--- config.mk ---
export PLATFORM = sky130hd
export DESIGN_NAME = host_serial_register_port
export DESIGN_NICKNAME = d
export VERILOG_FILES = /design/src/host_serial_register_port.v
export VERILOG_INCLUDE_DIRS = /design/src /design/src/src
export SDC_FILE = /design/constraint.sdc
export NUM_CORES = 1
export LEC_CHECK = 0
export BUFFER_PORTS_ARGS = -buffer_cell sky130_fd_sc_hd__buf_2
export CAP_MARGIN = 20
export CELL_PAD_IN_SITES_DETAIL_PLACEMENT = 0
export CELL_PAD_IN_SITES_GLOBAL_PLACEMENT = 1
export CORE_ASPECT_RATIO = 1.2
export CORE_UTILIZATION = 47
export CTS_BUF_LIST = sky130_fd_sc_hd__clkbuf_4 sky130_fd_sc_hd__clkbuf_8 sky130_fd_sc_hd__clkbuf_16
export DETAILED_ROUTE_END_ITERATION = 10
export PLACE_DENSITY_LB_ADDON = 0.1
export SYNTH_ARGS = -nofsm -noshare
export SYNTH_HDL_FRONTEND = slang
export SYNTH_SLANG_ARGS = --single-unit
--- constraint.sdc ---
create_clock -name mclk_in -period 3.3 [get_ports mclk_in]
set_clock_uncertainty 0.1 [all_clocks]
set_input_delay 0.66 -clock mclk_in [delete_from_list [all_inputs] [get_ports mclk_in]]
set_output_delay 0.66 -clock mclk_in [all_outputs]
set_load 0.05 [all_outputs]
--- src/host_serial_register_port_regs.vh ---
`ifndef HOST_SERIAL_REGISTER_PORT_REGS_VH
`define HOST_SERIAL_REGISTER_PORT_REGS_VH

// serial subaddresses
`define OFS_MAKER_CODE 8'h00
`define OFS_PART_NUMBER_LOW 8'h01
`define OFS_PART_NUMBER_HIGH 8'h02
`define OFS_FIELD_INDICATOR_STATUS 8'h03
`define OFS_INDIRECT_STATUS 8'h35
`define OFS_INDIRECT_READ_ADDRESS 8'h36
`define OFS_INDIRECT_WRITE_ADDRESS 8'h37
`define OFS_INDIRECT_DATA 8'h38
`define OFS_PORT_A_DRIVE_STRENGTH 8'hf8

// indirect status fields
`define STAT_WRITE_PENDING_BIT 0
`define STAT_READ_PENDING_BIT 1
`define STAT_BUSY_BIT 2

// address and data fields of the indirect words
`define RAM_ADDR_MSB 8
`define RAM_DATA_MSB 11

// drive strength fields
`define PORT_A_DATA_DRIVE_LSB 0
`define CLOCK_VALID_PAD_DRIVE_LSB 3
`define PIXEL_CLOCK_EXTRA_DRIVE_LSB 6

// reset values
`define DRIVE_STRENGTH_RESET 8'h00
`define RAM_ADDR_RESET 9'h000
`define RAM_DATA_RESET 12'h000

// default identity and bus address, all values arbitrary
`define DEV_ADDR_DEFAULT 7'h21
`define MAKER_CODE_DEFAULT 8'h5a
`define PART_NUMBER_DEFAULT 16'h1234

// bits per serial byte
`define BITS_PER_BYTE 4'h8

`endif

--- src/host_serial_register_port.v ---
// Notes on behaviour
// status shows write pending, read pending, busy
// read address word latched, starts read
// write address word latched as pointer
// data word 12 bits, pointers auto increment
// one 16-bit word per serial transaction
// fixed maker code at subaddress zero
// part number low at 1, high at 2
// field indicator in bit 0, rest ignored
// bits 2..0 set port A data drive
// bits 5..3 set clock and valid drive
// pixel clock drive ORs shifted bits 7..6
// host waits for busy clear before access
`timescale 1ns/1ns
`include "host_serial_register_port_regs.vh"
module host_serial_register_port #(
  parameter [6:0] DEV_ADDR = `DEV_ADDR_DEFAULT,
  parameter [7:0] MAKER_CODE = `MAKER_CODE_DEFAULT,
  parameter [15:0] PART_NUMBER = `PART_NUMBER_DEFAULT
) (
  input wire mclk_in,
  input wire rst_n_in,
  input wire scl_in,
  input wire sda_in,
  output wire sda_out,
  output reg sda_oe_out,
  input wire field_in,
  output reg ram_rd_req_out,
  output reg [8:0] ram_rd_addr_out,
  input wire ram_rd_ack_in,
  input wire [11:0] ram_rd_data_in,
  output reg ram_wr_req_out,
  output reg [8:0] ram_wr_addr_out,
  output reg [11:0] ram_wr_data_out,
  input wire ram_wr_ack_in,
  output reg [2:0] port_a_data_drive_out,
  output reg [2:0] clock_valid_pad_drive_out,
  output reg [2:0] pixel_clock_drive_out
);

  localparam [4:0] S_IDLE = 5'h01;
  localparam [4:0] S_RX = 5'h02;
  localparam [4:0] S_ACK = 5'h04;
  localparam [4:0] S_TX = 5'h08;
  localparam [4:0] S_TACK = 5'h10;

  localparam [1:0] K_ADDR = 2'h0;
  localparam [1:0] K_SUB = 2'h1;
  localparam [1:0] K_DATA = 2'h2;

  reg [2:0] scl_sync_reg;
  reg [2:0] sda_sync_reg;
  reg scl_reg;
  reg sda_reg;
  reg scl_prev_reg;
  reg sda_prev_reg;
  reg [4:0] state_reg;
  reg [1:0] kind_reg;
  reg [3:0] bit_cnt_reg;
  reg [7:0] shift_reg;
  reg [7:0] tx_reg;
  reg [7:0] hold_reg;
  reg [7:0] sub_reg;
  reg [1:0] byte_idx_reg;
  reg rw_reg;
  reg tx_more_reg;
  reg ack_ok_reg;
  reg [11:0] data_buf_reg;
  reg [7:0] drive_reg;

  reg [15:0] rd_val;
  reg rd_wide;
  reg wr_ok;
  wire scl_rise;
  wire scl_fall;
  wire bus_start;
  wire bus_stop;
  wire [15:0] rx_word;
  wire [7:0] tx_first;

  // open drain: only ever pulls low, the enable carries the data
  assign sda_out = 1'b0;

  assign scl_rise = scl_reg & ~scl_prev_reg;
  assign scl_fall = ~scl_reg & scl_prev_reg;
  assign bus_start = scl_reg & scl_prev_reg & sda_prev_reg & ~sda_reg;
  assign bus_stop = scl_reg & scl_prev_reg & ~sda_prev_reg & sda_reg;
  assign rx_word = {hold_reg, shift_reg};
  assign tx_first = rd_wide ? rd_val[15:8] : rd_val[7:0];

  // read view and write permission per subaddress
  always @* begin
    rd_val = 16'h0000;
    rd_wide = 1'b0;
    wr_ok = 1'b0;
    case (sub_reg)
      `OFS_MAKER_CODE: rd_val = {8'h00, MAKER_CODE};
      `OFS_PART_NUMBER_LOW: rd_val = {8'h00, PART_NUMBER[7:0]};
      `OFS_PART_NUMBER_HIGH: rd_val = {8'h00, PART_NUMBER[15:8]};
      `OFS_FIELD_INDICATOR_STATUS: rd_val = {15'h0000, field_in};
      `OFS_INDIRECT_STATUS: begin
        rd_val[`STAT_WRITE_PENDING_BIT] = ram_wr_req_out;
        rd_val[`STAT_READ_PENDING_BIT] = ram_rd_req_out;
        rd_val[`STAT_BUSY_BIT] = ram_wr_req_out | ram_rd_req_out;
      end
      `OFS_INDIRECT_READ_ADDRESS, `OFS_INDIRECT_WRITE_ADDRESS: begin
        rd_wide = 1'b1;
        wr_ok = 1'b1;
      end
      `OFS_INDIRECT_DATA: begin
        rd_val = {4'h0, data_buf_reg};
        rd_wide = 1'b1;
        wr_ok = 1'b1;
      end
      `OFS_PORT_A_DRIVE_STRENGTH: begin
        rd_val = {8'h00, drive_reg};
        wr_ok = 1'b1;
      end
      default: rd_val = 16'h0000;
    endcase
  end

  always @(posedge mclk_in or negedge rst_n_in) begin
    if (!rst_n_in) begin
      scl_sync_reg <= 3'h7;
      sda_sync_reg <= 3'h7;
      scl_reg <= 1'b1;
      sda_reg <= 1'b1;
      scl_prev_reg <= 1'b1;
      sda_prev_reg <= 1'b1;
      state_reg <= S_IDLE;
      kind_reg <= K_ADDR;
      bit_cnt_reg <= 4'h0;
      shift_reg <= 8'h00;
      tx_reg <= 8'h00;
      hold_reg <= 8'h00;
      sub_reg <= 8'h00;
      byte_idx_reg <= 2'h0;
      rw_reg <= 1'b0;
      tx_more_reg <= 1'b0;
      ack_ok_reg <= 1'b0;
      data_buf_reg <= `RAM_DATA_RESET;
      drive_reg <= `DRIVE_STRENGTH_RESET;
      sda_oe_out <= 1'b0;
      ram_rd_req_out <= 1'b0;
      ram_rd_addr_out <= `RAM_ADDR_RESET;
      ram_wr_req_out <= 1'b0;
      ram_wr_addr_out <= `RAM_ADDR_RESET;
      ram_wr_data_out <= `RAM_DATA_RESET;
      port_a_data_drive_out <= 3'h0;
      clock_valid_pad_drive_out <= 3'h0;
      pixel_clock_drive_out <= 3'h0;
    end else begin
      // a level counts once the second and third stages agree
      scl_sync_reg <= {scl_sync_reg[1:0], scl_in};
      sda_sync_reg <= {sda_sync_reg[1:0], sda_in};
      if (scl_sync_reg[1] == scl_sync_reg[2]) begin
        scl_reg <= scl_sync_reg[2];
      end
      if (sda_sync_reg[1] == sda_sync_reg[2]) begin
        sda_reg <= sda_sync_reg[2];
      end
      scl_prev_reg <= scl_reg;
      sda_prev_reg <= sda_reg;

      // completions first, so that a new request in the same cycle wins
      if (ram_rd_ack_in) begin
        data_buf_reg <= ram_rd_data_in;
        ram_rd_req_out <= 1'b0;
      end
      if (ram_wr_ack_in) begin
        ram_wr_req_out <= 1'b0;
        ram_wr_addr_out <= ram_wr_addr_out + 9'h001;
      end

      if (bus_start) begin
        state_reg <= S_RX;
        kind_reg <= K_ADDR;
        bit_cnt_reg <= 4'h0;
        ack_ok_reg <= 1'b0;
        sda_oe_out <= 1'b0;
      end else if (bus_stop) begin
        state_reg <= S_IDLE;
        sda_oe_out <= 1'b0;
      end else begin
        case (state_reg)
          S_IDLE: sda_oe_out <= 1'b0;
          S_RX: begin
            if (scl_rise) begin
              shift_reg <= {shift_reg[6:0], sda_reg};
              bit_cnt_reg <= bit_cnt_reg + 4'h1;
            end else if (scl_fall && bit_cnt_reg == `BITS_PER_BYTE) begin
              bit_cnt_reg <= 4'h0;
              case (kind_reg)
                K_ADDR: begin
                  if (shift_reg[7:1] == DEV_ADDR) begin
                    rw_reg <= shift_reg[0];
                    kind_reg <= K_SUB;
                    byte_idx_reg <= 2'h0;
                    sda_oe_out <= 1'b1;
                    state_reg <= S_ACK;
                  end else begin
                    state_reg <= S_IDLE;
                  end
                end
                K_SUB: begin
                  sub_reg <= shift_reg;
                  byte_idx_reg <= 2'h0;
                  kind_reg <= K_DATA;
                  sda_oe_out <= 1'b1;
                  state_reg <= S_ACK;
                end
                default: begin
                  // a second word in one transaction is refused
                  if (wr_ok && byte_idx_reg < {1'b0, rd_wide} + 2'h1) begin
                    byte_idx_reg <= byte_idx_reg + 2'h1;
                    sda_oe_out <= 1'b1;
                    state_reg <= S_ACK;
                    if (!rd_wide) begin
                      drive_reg <= shift_reg;
                      port_a_data_drive_out <= shift_reg[2:0];
                      clock_valid_pad_drive_out <= shift_reg[5:3];
                      pixel_clock_drive_out <= shift_reg[5:3] | {shift_reg[7:6], 1'b0};
                    end else if (byte_idx_reg == 2'h0) begin
                      hold_reg <= shift_reg;
                    end else if (sub_reg == `OFS_INDIRECT_READ_ADDRESS) begin
                      ram_rd_addr_out <= rx_word[`RAM_ADDR_MSB:0];
                      ram_rd_req_out <= 1'b1;
                    end else if (sub_reg == `OFS_INDIRECT_WRITE_ADDRESS) begin
                      ram_wr_addr_out <= rx_word[`RAM_ADDR_MSB:0];
                    end else begin
                      ram_wr_data_out <= rx_word[`RAM_DATA_MSB:0];
                      ram_wr_req_out <= 1'b1;
                    end
                  end else begin
                    state_reg <= S_IDLE;
                  end
                end
              endcase
            end
          end
          S_ACK: begin
            if (scl_fall) begin
              bit_cnt_reg <= 4'h0;
              if (rw_reg) begin
                tx_reg <= tx_first;
                sda_oe_out <= ~tx_first[7];
                hold_reg <= rd_val[7:0];
                tx_more_reg <= rd_wide;
                state_reg <= S_TX;
                if (sub_reg == `OFS_INDIRECT_DATA) begin
                  // the buffered word goes out, the next one is fetched
                  ram_rd_addr_out <= ram_rd_addr_out + 9'h001;
                  ram_rd_req_out <= 1'b1;
                end
              end else begin
                sda_oe_out <= 1'b0;
                state_reg <= S_RX;
              end
            end
          end
          S_TX: begin
            if (scl_rise) begin
              bit_cnt_reg <= bit_cnt_reg + 4'h1;
            end else if (scl_fall) begin
              if (bit_cnt_reg == `BITS_PER_BYTE) begin
                sda_oe_out <= 1'b0;
                ack_ok_reg <= 1'b0;
                state_reg <= S_TACK;
              end else begin
                tx_reg <= {tx_reg[6:0], 1'b0};
                sda_oe_out <= ~tx_reg[6];
              end
            end
          end
          S_TACK: begin
            if (scl_rise) begin
              // bytes past the word read back as all ones
              if (sda_reg || !tx_more_reg) begin
                state_reg <= S_IDLE;
              end else begin
                ack_ok_reg <= 1'b1;
              end
            end else if (scl_fall && ack_ok_reg) begin
              ack_ok_reg <= 1'b0;
              tx_more_reg <= 1'b0;
              tx_reg <= hold_reg;
              sda_oe_out <= ~hold_reg[7];
              bit_cnt_reg <= 4'h0;
              state_reg <= S_TX;
            end
          end
          default: state_reg <= S_IDLE;
        endcase
      end
    end
  end

endmodule // host_serial_register_port

### Yosys cells after proc, flatten, opt, wreduce, memory -nomap -nowiden

Cells that the tools add are included.

| storage, ports and cells | value |
|---|---|
| register bits | 119 |
| bits of input ports | 19 |
| output and inout bits | 43 |
| word-level logic and storage cells | 290 |

| cells by class | value |
|---|---|
| $add $sub $neg | 5 |
| magnitude comparators | 1 |
| equality and inequality tests | 61 |
| multiplexer cells | 134 |
| bitwise operators | 24 |
| reductions and logical operators | 37 |

Operator list:

| cell | count |
|---|---|
| 9-bit 2-to-1 mux | 22 |
| 8-bit 2-to-1 mux | 9 |
| 5-bit 2-to-1 mux | 11 |
| 1-bit 2-to-1 mux | 51 |
| 7-bit 2-to-1 mux | 7 |
| 9-bit one-hot mux with 5 select lines | 1 |
| 4-bit inequality test, second input constant | 11 |
| 4-bit 2-to-1 mux | 9 |
| 2-bit inequality test, second input constant | 18 |
| 7-bit AND reduction | 5 |
| 8-bit by 6-bit equality test with 1-bit output, second input constant | 4 |
| 3-bit inequality test, second input constant | 9 |
| 5-bit one-hot mux with 5 select lines | 1 |
| 11-bit AND reduction | 2 |
| 7-bit one-hot mux with 3 select lines | 1 |
| 10-bit AND reduction | 2 |
| 9-bit by 1-bit adder with 9-bit output, second input constant | 2 |
| 3-bit one-hot mux with 6 select lines | 1 |
| 9-bit one-hot mux with 2 select lines | 1 |
| 8-bit by 2-bit equality test with 1-bit output, second input constant | 2 |
| 2-bit 2-to-1 mux | 8 |
| 4-bit one-hot mux with 4 select lines | 1 |
| 8-bit one-hot mux with 2 select lines | 1 |
| 5-bit inequality test, second input constant | 3 |
| other kinds (43) | 80 |

### Depth between registers and ports, before layout

Gate-level depths: netlist of the first run.

| logic depth | value |
|---|---|
| depth after elaboration | 13 |
| depth in mapped cells | 9 |
| mapped depth without buffers | 8 |

### Worst setup path after synthesis of the first run

No wires, ideal clock.

| timing | value |
|---|---|
| path kind | flip-flop to flip-flop |
| from | register sda_reg |
| to | register ram_wr_data_out[10] |
| arrival | 2136 ps |
| data required time | 3075 ps |
| slack | 939 ps |
| cell stages (with the launch flop) | 7 |
| period minus slack after synthesis | 2361 ps |
| path through | dfstp_2 clkbuf_1 xnor2_1 nand2_1 a2111oi_2 buf_2 mux2_2 |

| on the way | value |
|---|---|
| word-level cells in the longest chain between the ends | 4 |

RTL lines:

| what | line | text |
|---|---|---|
| start, declared | host_serial_register_port.v:54 | `reg sda_reg;` |
| start signal, assigned | host_serial_register_port.v:161 | `sda_reg <= sda_sync_reg[2];` |
| 1-bit inverter | host_serial_register_port.v:86 | `assign bus_start = scl_reg & scl_prev_reg & sda_prev_reg & ~sda_reg;` |
| 1-bit AND | host_serial_register_port.v:86 |  |
| 1-bit inverter (no line) | n/a |  |
| 11-bit AND reduction (no line) * | n/a |  |
| end signal, assigned | host_serial_register_port.v:149 | `` ram_wr_data_out <= `RAM_DATA_RESET; `` |
| end signal, assigned | host_serial_register_port.v:232 | `` ram_wr_data_out <= rx_word[`RAM_DATA_MSB:0]; `` |
| end, declared | host_serial_register_port.v:34 | `output reg [11:0] ram_wr_data_out,` |

Every way passes the cells marked *; elsewhere a longest branch is shown, timed or not.
A chain may end at the register's enable or synchronous reset.

### Worst setup path in the final report of the first run

| timing | value |
|---|---|
| from | register scl_prev_reg |
| to | register ram_wr_addr_out[3] |

| on the way | value |
|---|---|
| word-level cells in the longest chain between the ends | 7 |

RTL lines:

| what | line | text |
|---|---|---|
| start, declared | host_serial_register_port.v:55 | `reg scl_prev_reg;` |
| start signal, assigned | host_serial_register_port.v:163 | `scl_prev_reg <= scl_reg;` |
| 1-bit AND | host_serial_register_port.v:85 | `assign scl_fall = ~scl_reg & scl_prev_reg;` |
| 1-bit logical AND (no line) | n/a |  |
| 9-bit 2-to-1 mux | host_serial_register_port.v:192 | `` end else if (scl_fall && bit_cnt_reg == `BITS_PER_BYTE) begin `` |
| 9-bit 2-to-1 mux | host_serial_register_port.v:189 | `if (scl_rise) begin` |
| 9-bit 2-to-1 mux | host_serial_register_port.v:186 | `case (state_reg)` |
| 9-bit 2-to-1 mux | host_serial_register_port.v:182 | `end else if (bus_stop) begin` |
| 9-bit 2-to-1 mux * | host_serial_register_port.v:176 | `if (bus_start) begin` |
| end signal, assigned | host_serial_register_port.v:148 | `` ram_wr_addr_out <= `RAM_ADDR_RESET; `` |
| end signal, assigned | host_serial_register_port.v:173 | `ram_wr_addr_out <= ram_wr_addr_out + 9'h001;` |
| end signal, assigned | host_serial_register_port.v:230 | `` ram_wr_addr_out <= rx_word[`RAM_ADDR_MSB:0]; `` |
| end, declared | host_serial_register_port.v:33 | `output reg [8:0] ram_wr_addr_out,` |

Marks and branches as above.

==> results of run 1 <==
synthesized netlist by cell type, types with 6 or more instances:
library cell,n,area [um2]
inv_1,11,41.29
nand2_1,37,138.9
mux2_4,9,135.1
o22ai_1,7,43.79
a221oi_1,8,70.07
xnor2_1,7,61.31
a211oi_1,8,60.06
nand3_1,16,80.08
o211ai_1,7,52.55
o21ai_0,20,100.1
dfrtp_1,101,2527
and3_1,6,37.54
clkbuf_1,17,63.81
mux2_2,56,630.6
a21o_1,7,52.55
a21oi_1,26,130.1
buf_4,9,67.56
nor2_1,32,120.1
dfstp_2,11,289.0
per-stage QoR:
step	cell area (um2)	hold slack (ns)
after floorplan	5657	0.2452
after global placement	6073	0.2478
after detailed placement	6073	0.2490
after CTS	6379	0.2593
after global routing	6379	0.2638
final	6379	0.2575
power by group through the flow:
stage / sequential [mW] / combinational [mW] / clock [mW]
global placement: 1.67 / 0.728 / 0
floorplan: 1.91 / 0.288 / 0
detailed placement: 1.67 / 0.743 / 0
CTS: 1.65 / 0.743 / 1.16
global route: 1.67 / 0.787 / 1.21
finish: 1.64 / 0.736 / 1.13
worst max-delay path, stage by stage (launching register included):
cell,delay (ns)
dfstp_2,0.61
and2b_1,0.27
nand4_2,0.30
a211oi_2,0.26
nand4b_1,0.18
or3_1,0.61
mux2_4,0.39
cells by family after synthesis:
group / count (synthesis)
AND/OR/NAND/NOR: 137
AO/OA/AOI/OAI: 130
flip-flops: 112
multiplexers: 68
buffers and inverters: 44
XOR/XNOR: 12
adder cells (fa/ha/maj): 7
other: 1
placed cells by master (no fill, tap or decap), types with 8 or more instances in the layout:
cell / n
a21oi_1: 26
mux2_2: 56
nand3_1: 16
o21ai_0: 20
clkbuf_16: 9
nor2_1: 32
a221oi_1: 8
buf_4: 9
mux2_4: 9
a211oi_1: 8
dfrtp_1: 101
inv_1: 11
buf_2: 59
nand2_1: 37
dfstp_2: 11
worst min path at each step:
| stage | to | depth (start not counted) |
|---|---|---|
| after global routing | scl_sync_reg[1]$_DFF_PN1_ | 0 |
| after CTS | sda_sync_reg[1]$_DFF_PN1_ | 0 |
| final | sda_sync_reg[1]$_DFF_PN1_ | 0 |
| after floorplan | scl_sync_reg[1]$_DFF_PN1_ | 0 |
| after global placement | sda_sync_reg[1]$_DFF_PN1_ | 0 |
| after detailed placement | scl_sync_reg[1]$_DFF_PN1_ | 0 |
area by class of cell:
type	instances	share of cell area
multi-input combinational	355	0.4133
sequential	112	0.4415
clock inverter	3	0.006865
inverter	11	0.006473
timing repair buffer	69	0.06002
tap	157	0.03080
clock buffer	13	0.04100
metal layers:
metal  routed length [um]  GRT usage  vias to the layer above  part of all wire
met2                 7036     0.4031                      125              0.48
li1                     -          -                     1985                 -
met1                 6484     0.3416                     2137              0.45
met4                  344     0.1063                        0             0.024
met5                    0          0                        -                 0
met3                  668    0.04762                       22             0.046
==> flow_summary_export.csv, run 1 <==
group,metric,value,unit
sta,setup_violations,0,
clocking,cts_root_buf,"clkbuf_16",
critical_path,reg2reg_setup_slack,0.46,ns
synth,synth_xor_area_frac,0.01858,
floorplan,die_h,122.2,um
hold_path,min_path_type,"reg2reg",
global_route,grt_max_degree,113,
synth,synth.area.mux_share,0.1407,
synth,ys_seq_elements,112,
final_layout,n_fill_cell,1088,
synth,postSynthAreaPerCell,11.07,um2
pwr,power,3.506,mW
synth,syn_area,5657,um2
critical_path,cp-endpoint,"ram_wr_addr_out[3]$_DFF_PN0_",
sta,hold_viol,0,
clocking,ctsResizeCount,0,
synth,yosys.area_share.simple,0.1283,
synth,async_reset_ff_frac,1.000,
clocking,numCtsBuffers,9,
sta,fmax,351.8,MHz
final_layout,utilization,0.5489,
pwr,p_comb_frac,0.210,
global_route,grt_pass1_wl,23250,um
synth,synthAdderAreaFrac,0.01460,
clocking,cts_buffer_depth,2,
route,routed-via-count,4269,
synth,ys.flop_type,"dfrtp_1",
critical_path,reg2reg_to,"ram_wr_addr_out[3]$_DFF_PN0_",
global_route,grt-ovfl-total,0,
place,portBuffers,60,
floorplan,rows,43,
final_layout,register_area,2816,um2
final_layout,syn2layout_area_growth,12.76,%
final_layout,layout.nets,582,
run,maxCapViolCount,0,
route,antenna_left,0,
clocking,clkLatencyLatePin,0.36,ns
floorplan,die_x,102.1,um
clocking,cts_setup_buffers,0,
pwr,power_switching,1.111,mW
pwr,pwr-share-clk,0.321,
place,place_worst_setup_slack,0.4873,ns
final_layout,multi_input_area,2636,um2
synth,syn_nets,535,
synth,synth-edff-count,0,
pwr,irDropWorstVdd,0.3860,mV
place,dp_cells,704,
route,drc_errors,0,
sta,slew-limit-headroom,0.5060,
sta,rsz0062_at_grt,"no",
clocking,cts_tree,"yes",
pwr,powerDensity,549.7,nW/um2
pwr,p_leak,2.979,nW
global_route,track_usage,0.2546,
route,wl_per_cell,20.19,um
sta,slew_viol_final,0,
place,hpwl,10140,um
floorplan,core_area,11620,um2
synth,synth-compound-area-share,0.1610,
floorplan,start_util,0.4868,
global_route,antenna_found_initial,0,
synth,yosysSeqAreaShare,0.4979,
sta,period_needed,2.842,ns
sta,fin_setup_tns,0,ns
sta,tightestPinTransition,0.7370,ns
route,wl,14530,um
critical_path,rr_worst_depth,6,
synth,syn_inst,511,
critical_path,startpoint_type,"flop",
floorplan,die_area,12480,um2
critical_path,crit_path_end_kind,"flop",
sta,finalCritPeriodShare,0.8613,
critical_path,crit_type,"reg2reg",
clocking,path_clk_slew,0.07,ns
critical_path,crit_path_max_fanout,9,
clocking,cts_sinks,112,
run_status,status,"finished clean",
synth,yosysWarnings,0,
synth,synth_top_family_by_area,"compound AO/OA/AOI/OAI gates",
final_layout,diodes,0,
route,via_per_inst,5.929,
final_layout,instances_no_fill,720,
critical_path,crit_arrival,2.98,ns
critical_path,rr_startpoint,"scl_prev_reg$_DFF_PN1_",
critical_path,required,3.44,ns
synth,ys_types,69,
floorplan,io_pins,62,
pwr,p_int,2.395,mW
clocking,cts_hold_buf,0,
place,routabilityCongestion,0.8668,
critical_path,startpoint,"scl_prev_reg$_DFF_PN1_",
route,first_pass_iters,4,
sta,setup_slack,0.4576,ns
hold_path,min_from,"sda_sync_reg[0]$_DFF_PN1_",
final_layout,drive_gt1_frac,0.3073,
global_route,first_global_vias,4189,
pwr,switching_share,0.3169,
clocking,h-tree-depth,3,
route,drt_iter0_drc,261,
pwr,p_seq_frac,0.469,
No activity file was read; power rests on OpenSTA's default activity.
==> run 2: changes to the inputs <==
--- a/config.mk
+++ b/config.mk
@@ -11,7 +11,8 @@
 export CELL_PAD_IN_SITES_DETAIL_PLACEMENT = 0
 export CELL_PAD_IN_SITES_GLOBAL_PLACEMENT = 1
 export CORE_ASPECT_RATIO = 1.2
-export CORE_UTILIZATION = 47
+export CORE_MARGIN = 10
+export CORE_UTILIZATION = 42
 export CTS_BUF_LIST = sky130_fd_sc_hd__clkbuf_4 sky130_fd_sc_hd__clkbuf_8 sky130_fd_sc_hd__clkbuf_16
 export DETAILED_ROUTE_END_ITERATION = 10
 export PLACE_DENSITY_LB_ADDON = 0.1
==> constraint.sdc (replaced) <==
create_clock -name mclk_in -period 2.55 [get_ports mclk_in]
set_clock_uncertainty 0.1 [all_clocks]
set_input_delay 0.51 -clock mclk_in [delete_from_list [all_inputs] [get_ports mclk_in]]
set_output_delay 0.51 -clock mclk_in [all_outputs]
set_load 0.05 [all_outputs]
==> run 2 against run 1 <==
  * Sequential cell count is the same
  * Largest power group unchanged
  * Count of clock-buffer cells in the layout did not move
  * Sequential power is 29% higher
  * Sequential share of layout area shrank 2.3 points
  * The flow now finishes with violations (negative hold slack)
  * Maximum frequency increased by 20%
  * Global-route usage decreased by 8.5 points
  * Clock power increased by 28%
==> flow_summary_export.csv, run 2 (same netlist as run 1, synthesis figures left out) <==
group,metric,value,unit
clocking,cts_tree,"yes",
floorplan,core_area,13240,um2
final_layout,instances_no_fill,772,
global_route,grt-ovfl-total,0,
critical_path,reg2reg_to,"bit_cnt_reg[0]$_DFFE_PN0P_",
place,routabilityCongestion,0.9566,
route,routed-via-count,4467,
pwr,irDropWorstVdd,0.3972,mV
place,place_worst_setup_slack,0.01773,ns
sta,hold_ws,-0.001602,ns
sta,fmax,421.6,MHz
route,wl_per_cell,20.35,um
route,via_per_inst,5.786,
clocking,cts_buffer_depth,2,
critical_path,startpoint_type,"flop",
sta,slew-limit-headroom,0.6124,
floorplan,rows,46,
run,maxCapViolCount,0,
sta,fin_setup_tns,0,ns
final_layout,final_cell_mix,"dfrtp_1 (101), buf_2 (59), mux2_2 (56)",
floorplan,die_area,18530,um2
global_route,track_usage,0.1697,
final_layout,design_area,6728,um2
critical_path,crit_path_max_fanout,29,
clocking,h-tree-depth,3,
sta,rsz0062_at_grt,"no",
sta,setup_violations,0,
run_status,status,"finished, violations left",
hold_path,min_path_type,"in2async",
global_route,antenna_found_initial,0,
route,drc_errors,0,
route,first_pass_iters,5,
final_layout,layout.nets,623,
sta,slew_viol_final,0,
floorplan,start_util,0.4273,
critical_path,required,2.69,ns
floorplan,io_pins,62,
critical_path,crit_top_cell,"nor2_1",
final_layout,syn2layout_area_growth,18.93,%
critical_path,rr_worst_depth,8,
pwr,powerDensity,682.5,nW/um2
critical_path,crit_arrival,2.51,ns
global_route,first_global_vias,4543,
place,dp_cells,754,
run_status,violations,"negative hold slack",
sta,setup_slack,0.1783,ns
global_route,grt_max_degree,49,
floorplan,die_x,125.9,um
sta,tightestPinTransition,0.5813,ns
final_layout,n_fill_cell,1230,
sta,period_needed,2.372,ns
clocking,path_clk_slew,0.07,ns
place,hpwl,11750,um
place,portBuffers,60,
critical_path,crit_slowest_cell,"dfrtp_1",
critical_path,reg2reg_setup_slack,0.18,ns
route,drt_iter0_drc,331,
global_route,grt_pass1_wl,25410,um
place,dpl_cell_area,6392,um2
sta,hold_viol,1,
critical_path,rr_startpoint,"state_reg[3]$_DFFE_PN0P_",
clocking,cts_sinks,112,
critical_path,worstPathCellList,"buf_4, nor2_1, and3_1, buf_6, nor2_1, o221ai_1, nand2_1, mux2_2",
critical_path,crit_type,"reg2reg",
critical_path,crit_path_end_kind,"flop",
clocking,numCtsBuffers,9,
critical_path,cp-endpoint,"bit_cnt_reg[0]$_DFFE_PN0P_",
pwr,p_leak,3.181,nW
clocking,cts_root_buf,"clkbuf_16",
clocking,clkLatencyLatePin,0.35,ns
final_layout,layout_commonest_cell,"dfrtp_1",
route,wl,15710,um
critical_path,startpoint,"state_reg[3]$_DFFE_PN0P_",
route,antenna_left,0,
floorplan,die_h,147.1,um
final_layout,drive_gt1_frac,0.3593,
critical_path,max_stage_delay,0.40,ns
sta,finalCritPeriodShare,0.9301,
final_layout,diodes,0,
-- run 2: layout make-up --
cell class | instances | area [um2] | share of cell area
sequential | 112 | 2816 | 0.4186
multi-input combinational | 355 | 2649 | 0.3937
timing repair buffer | 110 | 706.9 | 0.1051
clock buffer | 13 | 261.5 | 0.03887
tap | 168 | 210.2 | 0.03124
clock inverter | 3 | 42.54 | 0.006323
inverter | 11 | 41.29 | 0.006137
-- run 2: report_power, final --
group / switching [mW] / internal, mW / total (mW)
sequential: 0.172 / 1.94 / 2.11
combinational: 0.655 / 0.368 / 1.02
clock: 0.633 / 0.821 / 1.45
-- run 2: critical path: cells and delay by family, from the launching register on --
kind                   cells  cell delay, ns
muxes                      1            0.31
and+or+nand+nor            4            0.68
DFF                        1            0.40
buffers and inverters      2            0.40
AOI/OAI and AO/OA          1            0.36
-- run 2: metal layers --
| layer | GRT usage | part of all wire |
|---|---|---|
| met5 | 0 | 0 |
| met4 | 0.06157 | 0.019 |
| met3 | 0.02880 | 0.051 |
| met2 | 0.2830 | 0.50 |
| met1 | 0.2147 | 0.43 |
-- run 2: repair_timing --
item / 4_1_cts / 5_1_grt
setup buffers: 0 / 1
endpoints found under the setup margin: 9 / 10
resized for setup: 1 / 3
hold buffers: 0 / 0
endpoints found under the hold margin: 0 / 0
pin swaps: 0 / 1
-- run 2: through the flow --
stage,power (mW),utilization
3_3_place_gp,3.163,0.4829
3_5_place_dp,3.180,0.4829
2_1_floorplan,2.841,-
5_1_grt,4.803,0.5082
4_1_cts,4.643,0.5062
6_report,4.591,0.5082
-- run 2: worst min-delay path by stage --
stage / start / to / slack (ns) / depth (start not counted)
after global placement: scl_sync_reg[0]$_DFF_PN1_ / scl_sync_reg[1]$_DFF_PN1_ / 0.25 / 0
after CTS: rst_n_in / byte_idx_reg[1]$_DFFE_PN0P_ / 0.02 / 1
final: rst_n_in / bit_cnt_reg[2]$_DFFE_PN0P_ / -0.002 / 1
after detailed placement: scl_sync_reg[0]$_DFF_PN1_ / scl_sync_reg[1]$_DFF_PN1_ / 0.25 / 0
after floorplan: rst_n_in / ack_ok_reg$_DFFE_PN0P_ / 0.11 / 0
after global routing: rst_n_in / bit_cnt_reg[2]$_DFFE_PN0P_ / 0.04 / 1
